File: src/rtl/pcs_pkg.sv
// package: register map, reset values and widths of the page-context stack
package pcs_pkg;
   localparam int          PAGE_W       = 8;
   localparam int          ADDR_W       = 8;
   localparam int          STACK_DEPTH  = 3;
   typedef logic [PAGE_W-1:0] pcs_page_t;
   typedef logic [ADDR_W-1:0] pcs_addr_t;
   // offsets follow the special-function map
   localparam pcs_addr_t   OFS_CURRENT  = 8'ha7;
   localparam pcs_addr_t   OFS_SECOND   = 8'h85;
   localparam pcs_addr_t   OFS_THIRD    = 8'h86;
   localparam pcs_page_t   PAGE_RESET   = 8'h00;
   localparam pcs_page_t   READ_UNMAPPED = 8'h00;
   typedef enum logic [1:0] {
      PCS_HOLD = 2'b00,
      PCS_PUSH = 2'b01,
      PCS_POP  = 2'b11
   } pcs_shift_t;
endpackage

File: src/rtl/pcs_core_if.sv
// interface: stack shift requests and entry view between decoder and stack
`timescale 1ns/1ps
interface pcs_core_if;
   import pcs_pkg::*;
   pcs_shift_t shiftOp;
   logic [2:0] wrSel;
   pcs_page_t  wrData;
   pcs_page_t  entry0;
   pcs_page_t  entry1;
   pcs_page_t  entry2;
   modport ctrl  (output shiftOp, output wrSel, output wrData,
                  input entry0, input entry1, input entry2);
   modport stack (input shiftOp, input wrSel, input wrData,
                  output entry0, output entry1, output entry2);
endinterface

File: src/rtl/pcs_entry_stack.sv
// three-entry page stack with shift and per-entry direct load
`timescale 1ns/1ps
module pcs_entry_stack
   import pcs_pkg::*;
(
   input wire logic   clk,
   input wire logic   sys_rst,
   pcs_core_if.stack  bus
);
   pcs_page_t entry_q [STACK_DEPTH];

   always_ff @(posedge clk or posedge sys_rst)
   begin
      if (sys_rst)
      begin
         for (int i = 0; i < STACK_DEPTH; i++)
            entry_q[i] <= PAGE_RESET;
      end
      else
      begin
         unique case (bus.shiftOp)
            PCS_PUSH:
            begin
               // deepest value falls off the end
               entry_q[2] <= entry_q[1];
               entry_q[1] <= entry_q[0];
            end
            PCS_POP:
            begin
               entry_q[0] <= entry_q[1];
               entry_q[1] <= entry_q[2];
            end
            default:
            begin
               // direct loads touch only the addressed entry
               for (int i = 0; i < STACK_DEPTH; i++)
                  if (bus.wrSel[i])
                     entry_q[i] <= bus.wrData;
            end
         endcase
      end
   end

   assign bus.entry0 = entry_q[0];
   assign bus.entry1 = entry_q[1];
   assign bus.entry2 = entry_q[2];
endmodule

File: src/rtl/pcs_page_stack.sv
// top of the page-context stack: register port, core events, stack view
// Overview of operation
// - three byte entries: current, second, third
// - push on interrupt entry, pop on return
// - only interrupt events shift the stack
// - entry writes never push or pop
// - third-entry write loads all eight bits
// - return moves third entry into second
// - third-entry read returns value, no effects
`timescale 1ns/1ps
module pcs_page_stack
   import pcs_pkg::*;
(
   input  wire logic               clk,
   input  wire logic               sys_rst,
   input  wire pcs_pkg::pcs_addr_t regAddr,
   input  wire pcs_pkg::pcs_page_t regWdata,
   input  wire logic               regWr,
   input  wire logic               regRd,
   output logic [7:0]              regRdata,
   input  wire logic               intAccept,
   input  wire logic               intReturn,
   output logic [7:0]              currentPage
);
   import pcs_pkg::*;

   pcs_core_if link ();
   pcs_page_t  rdata_q;
   pcs_page_t  page_q;
   logic [2:0] addrHit;

   function automatic logic [2:0] decodeEntry(input pcs_addr_t a);
      decodeEntry = {a == OFS_THIRD, a == OFS_SECOND, a == OFS_CURRENT};
   endfunction

   // events own the cycle; a clashing write is dropped so a shift stays whole
   always_comb
   begin
      if (intAccept)
         link.shiftOp = PCS_PUSH;
      else if (intReturn)
         link.shiftOp = PCS_POP;
      else
         link.shiftOp = PCS_HOLD;
   end

   assign addrHit     = decodeEntry(regAddr);
   assign link.wrSel  = regWr ? addrHit : 3'h0;
   assign link.wrData = regWdata;

   pcs_entry_stack pcs_entry_stack_inst
   (
      .clk     (clk),
      .sys_rst (sys_rst),
      .bus     (link)
   );

   always_ff @(posedge clk or posedge sys_rst)
   begin
      if (sys_rst)
         rdata_q <= READ_UNMAPPED;
      else if (regRd)
      begin
         unique case (1'b1)
            addrHit[0]: rdata_q <= link.entry0;
            addrHit[1]: rdata_q <= link.entry1;
            addrHit[2]: rdata_q <= link.entry2;
            default:    rdata_q <= READ_UNMAPPED;
         endcase
      end
      else
         rdata_q <= READ_UNMAPPED;
   end

   // mirror of the top entry, kept in a flop so the output is registered
   always_ff @(posedge clk or posedge sys_rst)
   begin
      if (sys_rst)
         page_q <= PAGE_RESET;
      else if (intAccept)
         page_q <= link.entry0;
      else if (intReturn)
         page_q <= link.entry1;
      else if (regWr && addrHit[0])
         page_q <= regWdata;
      else
         page_q <= link.entry0;
   end

   assign regRdata    = rdata_q;
   assign currentPage = page_q;
endmodule

File: config.mk
export PLATFORM = sky130hd
export DESIGN_NAME = pcs_page_stack
export DESIGN_NICKNAME = d
export VERILOG_FILES = /design/src/rtl/pcs_pkg.sv /design/src/rtl/pcs_core_if.sv /design/src/rtl/pcs_entry_stack.sv /design/src/rtl/pcs_page_stack.sv
export SDC_FILE = /design/constraint.sdc
export NUM_CORES = 1
export LEC_CHECK = 0
export BUFFER_PORTS_ARGS = -buffer_cell sky130_fd_sc_hd__buf_2
export CAP_MARGIN = 20
export CORE_ASPECT_RATIO = 1.5
export CORE_MARGIN = 2
export CORE_UTILIZATION = 51
export CTS_CLUSTER_DIAMETER = 120
export DETAILED_ROUTE_END_ITERATION = 6
export PLACE_DENSITY_LB_ADDON = 0.12
export SYNTH_ARGS = -nofsm -noshare
export SYNTH_HDL_FRONTEND = slang
export SYNTH_SLANG_ARGS = --single-unit
File: constraint.sdc
create_clock -name clk -period 0.9 [get_ports clk]
set_input_delay 0.045 -clock clk [delete_from_list [all_inputs] [get_ports clk]]
set_output_delay 0.045 -clock clk [all_outputs]
set_load 0.01 [all_outputs]
## Word-level counts from Yosys, hierarchy flattened

Index checks and enable logic that the tools add are counted.

- Flip-flop bits (word level): 40
- Output and inout bits: 16
- Word-level logic and storage cells: 32
- Bits of input ports: 22

- Bitwise gates (word level): 2
- Reductions and logical operators: 6
- Equality and inequality tests: 5
- Multiplexer cells: 14

Operators by type and width:

| kind | number |
|---|---|
| $mux 8 | 7 |
| $pmux 8 s2 | 3 |
| $eq 8x8->1 const B | 3 |
| $pmux 8 s3 | 1 |
| $mux 2 | 2 |
| $reduce_and 2->1 | 2 |
| $reduce_bool 2->1 | 2 |
| $mux 3 | 1 |
| $reduce_bool 3->1 | 1 |
| $eq 2x1->1 const B | 1 |
| $eq 2x2->1 const B | 1 |
| $not 1->1 | 2 |
| $logic_and 1x1->1 | 1 |

## Depth between registers and ports, before layout

Gate-level depths: netlist (run 1).

- Word-level depth: 5
- Mapped depth: 5
- Gate-level depth less buffers: 3

## Modules after synthesis

Synthesis (run 1) repeated with hierarchy kept, for this count alone.

- Cell total of the unflattened synthesis: 249
- Area, all modules: 2,616.3 um2

By module, submodules not included:

| module | sequential area each (um2) | cells each | area each (um2) | instances |
|---|---|---|---|---|
| pcs_entry_stack | 600.6 | 111 | 1,353.8 | 1 |
| pcs_page_stack | 400.4 | 138 | 1,262.5 | 1 |

## Worst setup path after synthesis (run 1)

OpenSTA, ideal clock, no wires.

- Path kind: input to register
- Start point: input regAddr[4]
- End point: register page_q[0] (netlist: currentPage[0])
- Stages on the path: 5
- Required time: 765 ps
- Library setup time: 135 ps
- Buffers on the path: 2
- Setup slack: -377 ps
- Arrival: 1,143 ps
- Cell sequence: or3b_1 -> buf_2 -> buf_2 -> nor4_1 -> nor3_1

- Word-level cells in the longest chain between the ends: 5

RTL lines:

| what | line | source |
|---|---|---|
| from (decl) | pcs_page_stack.sv:16 | `input wire pcs_pkg::pcs_addr_t regAddr,` |
| $eq 8x8->1 | pcs_page_stack.sv:33 | `decodeEntry = {a == OFS_THIRD, a == OFS_SECOND, a == OFS_CURRENT};` |
| $logic_and 1x1->1 | pcs_page_stack.sv:84 | `else if (regWr && addrHit[0])` |
| $mux 8 | pcs_page_stack.sv:84 |  |
| $mux 8 | pcs_page_stack.sv:82 | `else if (intReturn)` |
| $mux 8 | pcs_page_stack.sv:80 | `else if (intAccept)` |
| to (signal assigned) | pcs_page_stack.sv:81 | `page_q <= link.entry0;` |
| to (signal assigned) | pcs_page_stack.sv:83 | `page_q <= link.entry1;` |
| to (signal assigned) | pcs_page_stack.sv:85 | `page_q <= regWdata;` |
| to (decl) | pcs_page_stack.sv:29 | `pcs_page_t page_q;` |

No other way between the ends.
A chain may end at the register's enable or synchronous reset.

## Worst setup path in the final report (run 1)

- Start point: register pcs_entry_stack_inst.entry_q, in the netlist pcs_entry_stack_inst.bus.entry2[1]
- End point: register rdata_q[1] (netlist: regRdata[1])

- Word-level cells in the longest chain between the ends: 2

RTL lines:

| what | line | source |
|---|---|---|
| from (decl) | pcs_entry_stack.sv:10 | `pcs_page_t entry_q [STACK_DEPTH];` |
| from (signal, indexed assignment) | pcs_entry_stack.sv:38 | `entry_q[i] <= bus.wrData;` |
| $pmux 8 s3 | pcs_page_stack.sv:64 | `unique case (1'b1)` |
| $mux 8 | pcs_page_stack.sv:62 | `else if (regRd)` |
| to (signal assigned) | pcs_page_stack.sv:65 | `addrHit[0]: rdata_q <= link.entry0;` |
| to (signal assigned) | pcs_page_stack.sv:66 | `addrHit[1]: rdata_q <= link.entry1;` |
| to (signal assigned) | pcs_page_stack.sv:67 | `addrHit[2]: rdata_q <= link.entry2;` |
| to (decl) | pcs_page_stack.sv:28 | `pcs_page_t rdata_q;` |

No other way between the ends.

==> results of run 1 <==
-- metal layers --
metal	routed length (um)	global-route usage
met4	720	0.230
met5	0	0
met3	892	0.0812
met1	3860	0.445
met2	5190	0.589
-- state kept, by name (all words and copies together), names as in the netlist --
signal	count
pcs_entry_stack_inst.bus.entry0	8
pcs_entry_stack_inst.bus.entry1	8
currentPage	8
regRdata	8
pcs_entry_stack_inst.bus.entry2	8
-- logic make-up (layout without fill, tap and decap cells) --
logic type | Yosys count | after routing
and+or+nand+nor | 106 | 106
AOI/OAI and AO/OA | 66 | 66
DFF | 40 | 40
buffers and inverters | 27 | 134
xor gates and xnor gates | 1 | 1
muxes | 1 | 1
-- where the power goes --
group	total [uW]	internal, uW	switching (uW)
combinational	1850	945	904
sequential	2330	2060	272
clock	1750	1090	658
-- worst reg2reg max path, cell delays in order, from the launching register on --
cell and delay, ns:
dfrtp_1 0.42, nor3b_2 0.17, o211ai_1 0.33, a211oi_2 0.13
-- stage by stage --
step | area (um2) | hold WS, ns
after floorplan | 2590 | 0.0238
after global placement | 3200 | 0.109
after detailed placement | 3200 | 0.120
after CTS | 3830 | 0.0282
after global routing | 4130 | 0.0474
final | 4130 | 0.0435
-- placed cells by master (no fill, tap or decap), drive strengths merged, types with 9 or more instances in the layout --
master	count
dfrtp	40
nor3b	20
a311oi	9
a21oi	9
nand4b	9
nand2	16
nor2b	11
buf	123
nor3	16
-- final cells by class --
cell class | instances | area [um2] | area share
Clock inverter | 2 | 60.1 | 0.0145
Sequential cell | 40 | 1000 | 0.242
Inverter | 1 | 7.51 | 0.00182
Multi-Input combinational cell | 174 | 1770 | 0.427
Timing Repair Buffer | 126 | 1170 | 0.283
Clock buffer | 5 | 68.8 | 0.0167
Tap cell | 48 | 60.1 | 0.0145
-- what timing repair did --
action,in CTS,in global routing
endpoints found under the setup margin,40,40
hold buffers,1,0
cloned,3,0
endpoints found under the hold margin,40,0
setup buffers,9,11
gates resized for setup,67,46
pin swaps,45,24
-- final timing paths --
| path | from | end | slack [ns] | cells after the start |
|---|---|---|---|---|
| hold / removal | regWdata[6] | pcs_entry_stack_inst.bus.entry1[6] | 0.04 | 2 |
| min in group asynchronous | sys_rst | pcs_entry_stack_inst.bus.entry1[1] | 0.34 | 4 |
| setup reg to reg | pcs_entry_stack_inst.bus.entry2[1] | regRdata[1] | -0.29 | 3 |
| max in group asynchronous | sys_rst | pcs_entry_stack_inst.bus.entry2[6] | 0.35 | 4 |
| setup / recovery | pcs_entry_stack_inst.bus.entry2[1] | regRdata[1] | -0.29 | 3 |
| hold reg to reg | pcs_entry_stack_inst.bus.entry2[2] | pcs_entry_stack_inst.bus.entry2[2] | 0.61 | 2 |
==> out/metrics.yaml, run 1 <==
synthesis:
  synthTopCellsByCount: "40 x dfrtp_1, 18 x nor3b_1, 16 x nand2_1, 16 x nor3_1, 13 x clkbuf_1"
  synth_enable_flop_cells: 0
  synth_area_leaders: "dfrtp_1 42%, nor3b_1 5.7%, nor3_1 3.4%, a221o_2 3.3%, a311oi_1 2.9%"
  synth_xor_area_frac: 0.00368
  yosysMostFrequentCell: "dfrtp_1"
  synth_top_area_share: 0.421
  synth_simple_gate_area_frac: 0.299
  synthAdderAreaFrac: 0
  yosysWarningCount: 0
  syn-mean-instance-area_um2: 9.86
  synth_flop_cell: "dfrtp_1"
  syn_area_um2: 2380
  synth-compound-area-share: 0.219
  synthDistinctLibCells: 37
  synth_seq_cells: 40
  muxShareOfSynthArea: 0.00421
  ys_seq_area_frac: 0.421
  synth_top_family_by_area: "simple AND/OR/NAND/NOR gates"
  synth_nets: 263
  synth_cells: 241
  synth.largest_area_cell: "dfrtp_1"
  synthArstFlopShare: 1.00
final_layout:
  nNetsFinal: 370
  utilization: 0.918
  antenna_cells: 0
  final_layout_size_suffix_gt1_frac: 0.606
  layout.cells.non_filler: 396
  fill_cells: 154
  area_growth_pct: 73.8
hold_path:
  holdCritPathClass: "input port to flip-flop"
clock_tree:
  cts_buffers: 5
  root_buffer: "clkbuf_8"
  cts_tree: "yes"
  cts_num_sinks: 40
  clk_pin_slew_worst_paths_ns: 0.08
  clk_path_buf_depth: 2
  cts_max_level: 2
  insertion_delay_ns: 0.30
timing:
  worst_slack_ns: -0.285
  tightest_slew_ns: 0.426
  max_freq_ghz: 0.844
  finalSetupTns_ns: -4.62
  relSlewSlack: 0.715
  setup_viol: 37
  hold_viol: 0
  rsz0062_at_grt: "yes"
  finalMaxSlewViolations: 0
  post-route-period-util: 1.32
  fin_skew_ns: 0.0123
  period_needed_ns: 1.19
die:
  std_cell_rows: 30
  die_x_um: 59.7
  die_area_um2: 5230
  initial_core_util: 0.528
  io_pins: 38
  coreArea_um2: 4500
  die_h_um: 87.6
global_routing:
  grt_use_total: 0.370
  first_global_vias: 2760
  grt_first_pass_wirelength_mm: 14.4
  grt_max_degree: 41
  antenna_found_initial: 0
  grt_overflow: 0
worst_setup_path:
  worstPathArrival_ns: 1.35
  crit_path_max_fanout: 2
  cpPeakStageDelay_ns: 0.42
  crit_family: "compound AO/OA/AOI/OAI gates"
  start_kind: "flip-flop"
  crit_path_end_kind: "flip-flop"
  crit_required_ns: 1.06
  slowest_stage: "dfrtp_1"
  path_cells: "nor3b_2 -> o211ai_1 -> a211oi_2"
  crit_buf_inv: 0
  crit_type: "flip-flop to flip-flop"
routing:
  wl_per_cell_um: 26.9
  wl_mm: 10.7
  drt-pass1-iter-count: 5
  ant_nets: 0
  route.detailed.drc: 0
  vias_per_cell: 7.16
  vias: 2834
  first_iter_violations: 364
place:
  io_buffers: 37
  place_inst: 365
  dp_hpwl_mm: 5.16
  pre_cts_slack_ns: -0.529
  gp_congestion: 0.918
job:
  maxCapViolCount: 0
pwr:
  power.density_nw_per_um2: 1430
  irDropWorstVdd_mv: 1.33
  power_uw: 5930
  leakage_uw: 0.00174
outcome:
  violations: "setup timing"
  status: "finished with violations"
No activity file was read; power rests on OpenSTA's default activity.
==> inputs of run 2 (changes only) <==
==> constraint.sdc (replaced) <==
create_clock -name clk -period 0.9 [get_ports clk]
set_input_delay 0.045 -clock clk [delete_from_list [all_inputs] [get_ports clk]]
set_output_delay 0.045 -clock clk [all_outputs]
set_load 0.05 [all_outputs]
==> out/metrics.yaml, run 2 (same netlist as run 1, synthesis figures left out) <==
outcome:
  status: "finished with violations"
  violations: "setup timing"
pwr:
  power.density_nw_per_um2: 1490
  leakage_uw: 0.00182
  p_switching_uw: 2210
  combPwrFrac: 0.360
  swShare: 0.342
  clkPwrFrac: 0.274
  irDropWorstVdd_mv: 1.57
  intPower_uw: 4240
  power_frac_seq: 0.366
die:
  std_cell_rows: 30
  die_h_um: 87.6
  initial_core_util: 0.528
  coreArea_um2: 4500
  die_x_um: 59.7
  io_pins: 38
  die_area_um2: 5230
place:
  io_buffers: 37
  gp_congestion: 0.918
  postPlaceCellArea_um2: 3200
  dp_hpwl_mm: 5.16
  place_inst: 365
final_layout:
  final_common_cell: "buf_4"
  final_layout_size_suffix_gt1_frac: 0.627
  final_cell_mix: "62 x buf_4, 40 x dfrtp_1, 36 x buf_6, 16 x nor3_1, 15 x buf_2"
  nNetsFinal: 376
  layout.cells.non_filler: 402
  antenna_cells: 0
  utilization: 0.964
  area_growth_pct: 82.6
  fill_cells: 88
  stdcell_area_um2: 4340
routing:
  drt-pass1-iter-count: 5
  vias: 3091
  vias_per_cell: 7.69
  wl_per_cell_um: 31.2
  route.detailed.drc: 0
  first_iter_violations: 434
  wl_mm: 12.6
  ant_nets: 0
timing:
  fin_skew_ns: 0.00802
  rsz0062_at_grt: "yes"
  finalMaxSlewViolations: 0
  period_needed_ns: 1.16
  hold-worst-slack_ns: 0.0418
  worst_slack_ns: -0.265
  hold_viol: 0
  tightest_slew_ns: 0.481
  max_freq_ghz: 0.859
  finalSetupTns_ns: -5.61
  post-route-period-util: 1.29
  relSlewSlack: 0.679
  setup_viol: 45
global_routing:
  grt_max_degree: 41
  antenna_found_initial: 0
  grt_use_total: 0.377
  grt_overflow: 0
  grt_first_pass_wirelength_mm: 14.6
  first_global_vias: 2812
worst_setup_path:
  slowest_stage: "nor3b_4"
  crit_required_ns: 1.09
  crit_path_end_kind: "flip-flop"
  reg2reg_depth: 3
  rrSetupSlack_ns: -0.26
  worstPathArrival_ns: 1.36
  path_cells: "buf_8 -> nor3b_4 -> buf_4 -> nand4b_1 -> a211oi_2"
  start_kind: "input port"
  cpPeakStageDelay_ns: 0.35
  crit_path_max_fanout: 18
  crit_type: "input port to flip-flop"
clock_tree:
  root_buffer: "clkbuf_8"
  cts_num_sinks: 40
  cts_max_level: 2
  cts_buffers: 5
  cts_tree: "yes"
  clk_pin_slew_worst_paths_ns: 0.08
  insertion_delay_ns: 0.30
  clk_path_buf_depth: 2
job:
  maxCapViolCount: 0
hold_path:
  holdCritPathClass: "input port to flip-flop"
  hold_depth: 2
## run 2: cell count changes in the layout (fill, tap and decap cells not counted), moves of 2 or more
cell / change
a21oi_1: -2
a21oi_2: +2
a41oi_1: -2
a41oi_2: +2
buf_2: -15
buf_4: +4
buf_6: +15
o21ai_1: -2
or3_1: +2
or3_4: -2
## run 2: final cells by class
class	instances	area, um2	area share
Sequential cell	40	1000	0.231
Tap cell	48	60.1	0.0138
Inverter	1	7.51	0.00173
Multi-Input combinational cell	174	1810	0.416
Timing Repair Buffer	132	1340	0.308
Clock buffer	5	68.8	0.0159
Clock inverter	2	60.1	0.0138
## run 2: power groups by stage
stage	combinational [uW]	clock, uW	sequential [uW]
detailed placement	1430	0	2290
global route	2390	1810	2360
floorplan	684	0	2480
finish	2330	1770	2360
CTS	1780	1740	2280
global placement	1390	0	2290
## run 2: final timing paths
path	start	end
setup reg to reg	pcs_entry_stack_inst.bus.entry2[7]	pcs_entry_stack_inst.bus.entry1[7]
max in group asynchronous	sys_rst	currentPage[2]
min in group asynchronous	sys_rst	pcs_entry_stack_inst.bus.entry1[7]
setup / recovery	regAddr[4]	regRdata[2]
hold / removal	regWdata[6]	pcs_entry_stack_inst.bus.entry1[6]
hold reg to reg	pcs_entry_stack_inst.bus.entry1[6]	pcs_entry_stack_inst.bus.entry1[6]
## run 2: timing repair
action	CTS	global route
hold buffers	1	0
setup buffers	9	16
hold endpoints to repair	40	0
pin swaps	45	29
cloned	3	1
gates resized for setup	86	67
setup endpoints to repair	56	55
## run 2: routing by layer
layer | track usage | routed length (um) | share of wire | vias to the layer above
met1 | 0.454 | 4210 | 0.34 | 1472
met4 | 0.224 | 889 | 0.071 | 0
met2 | 0.604 | 6150 | 0.49 | 321
met3 | 0.0827 | 1310 | 0.10 | 118
li1 | - | - | - | 1180
met5 | 0 | 0 | 0 | -
## run 2: critical path, delay by kind of cell
kind / cells / cell delay [ns]
compound gates: 1 / 0.32
buf+inv: 2 / 0.43
simple gates: 2 / 0.55
## run 2: metrics by stage
| stage | power [uW] | worst slack, ns |
|---|---|---|
| after global placement | 3680 | -0.500 |
| after global routing | 6560 | -0.283 |
| after detailed placement | 3720 | -0.529 |
| after floorplan | 3160 | -0.368 |
| after CTS | 5800 | -0.154 |
| final | 6450 | -0.265 |
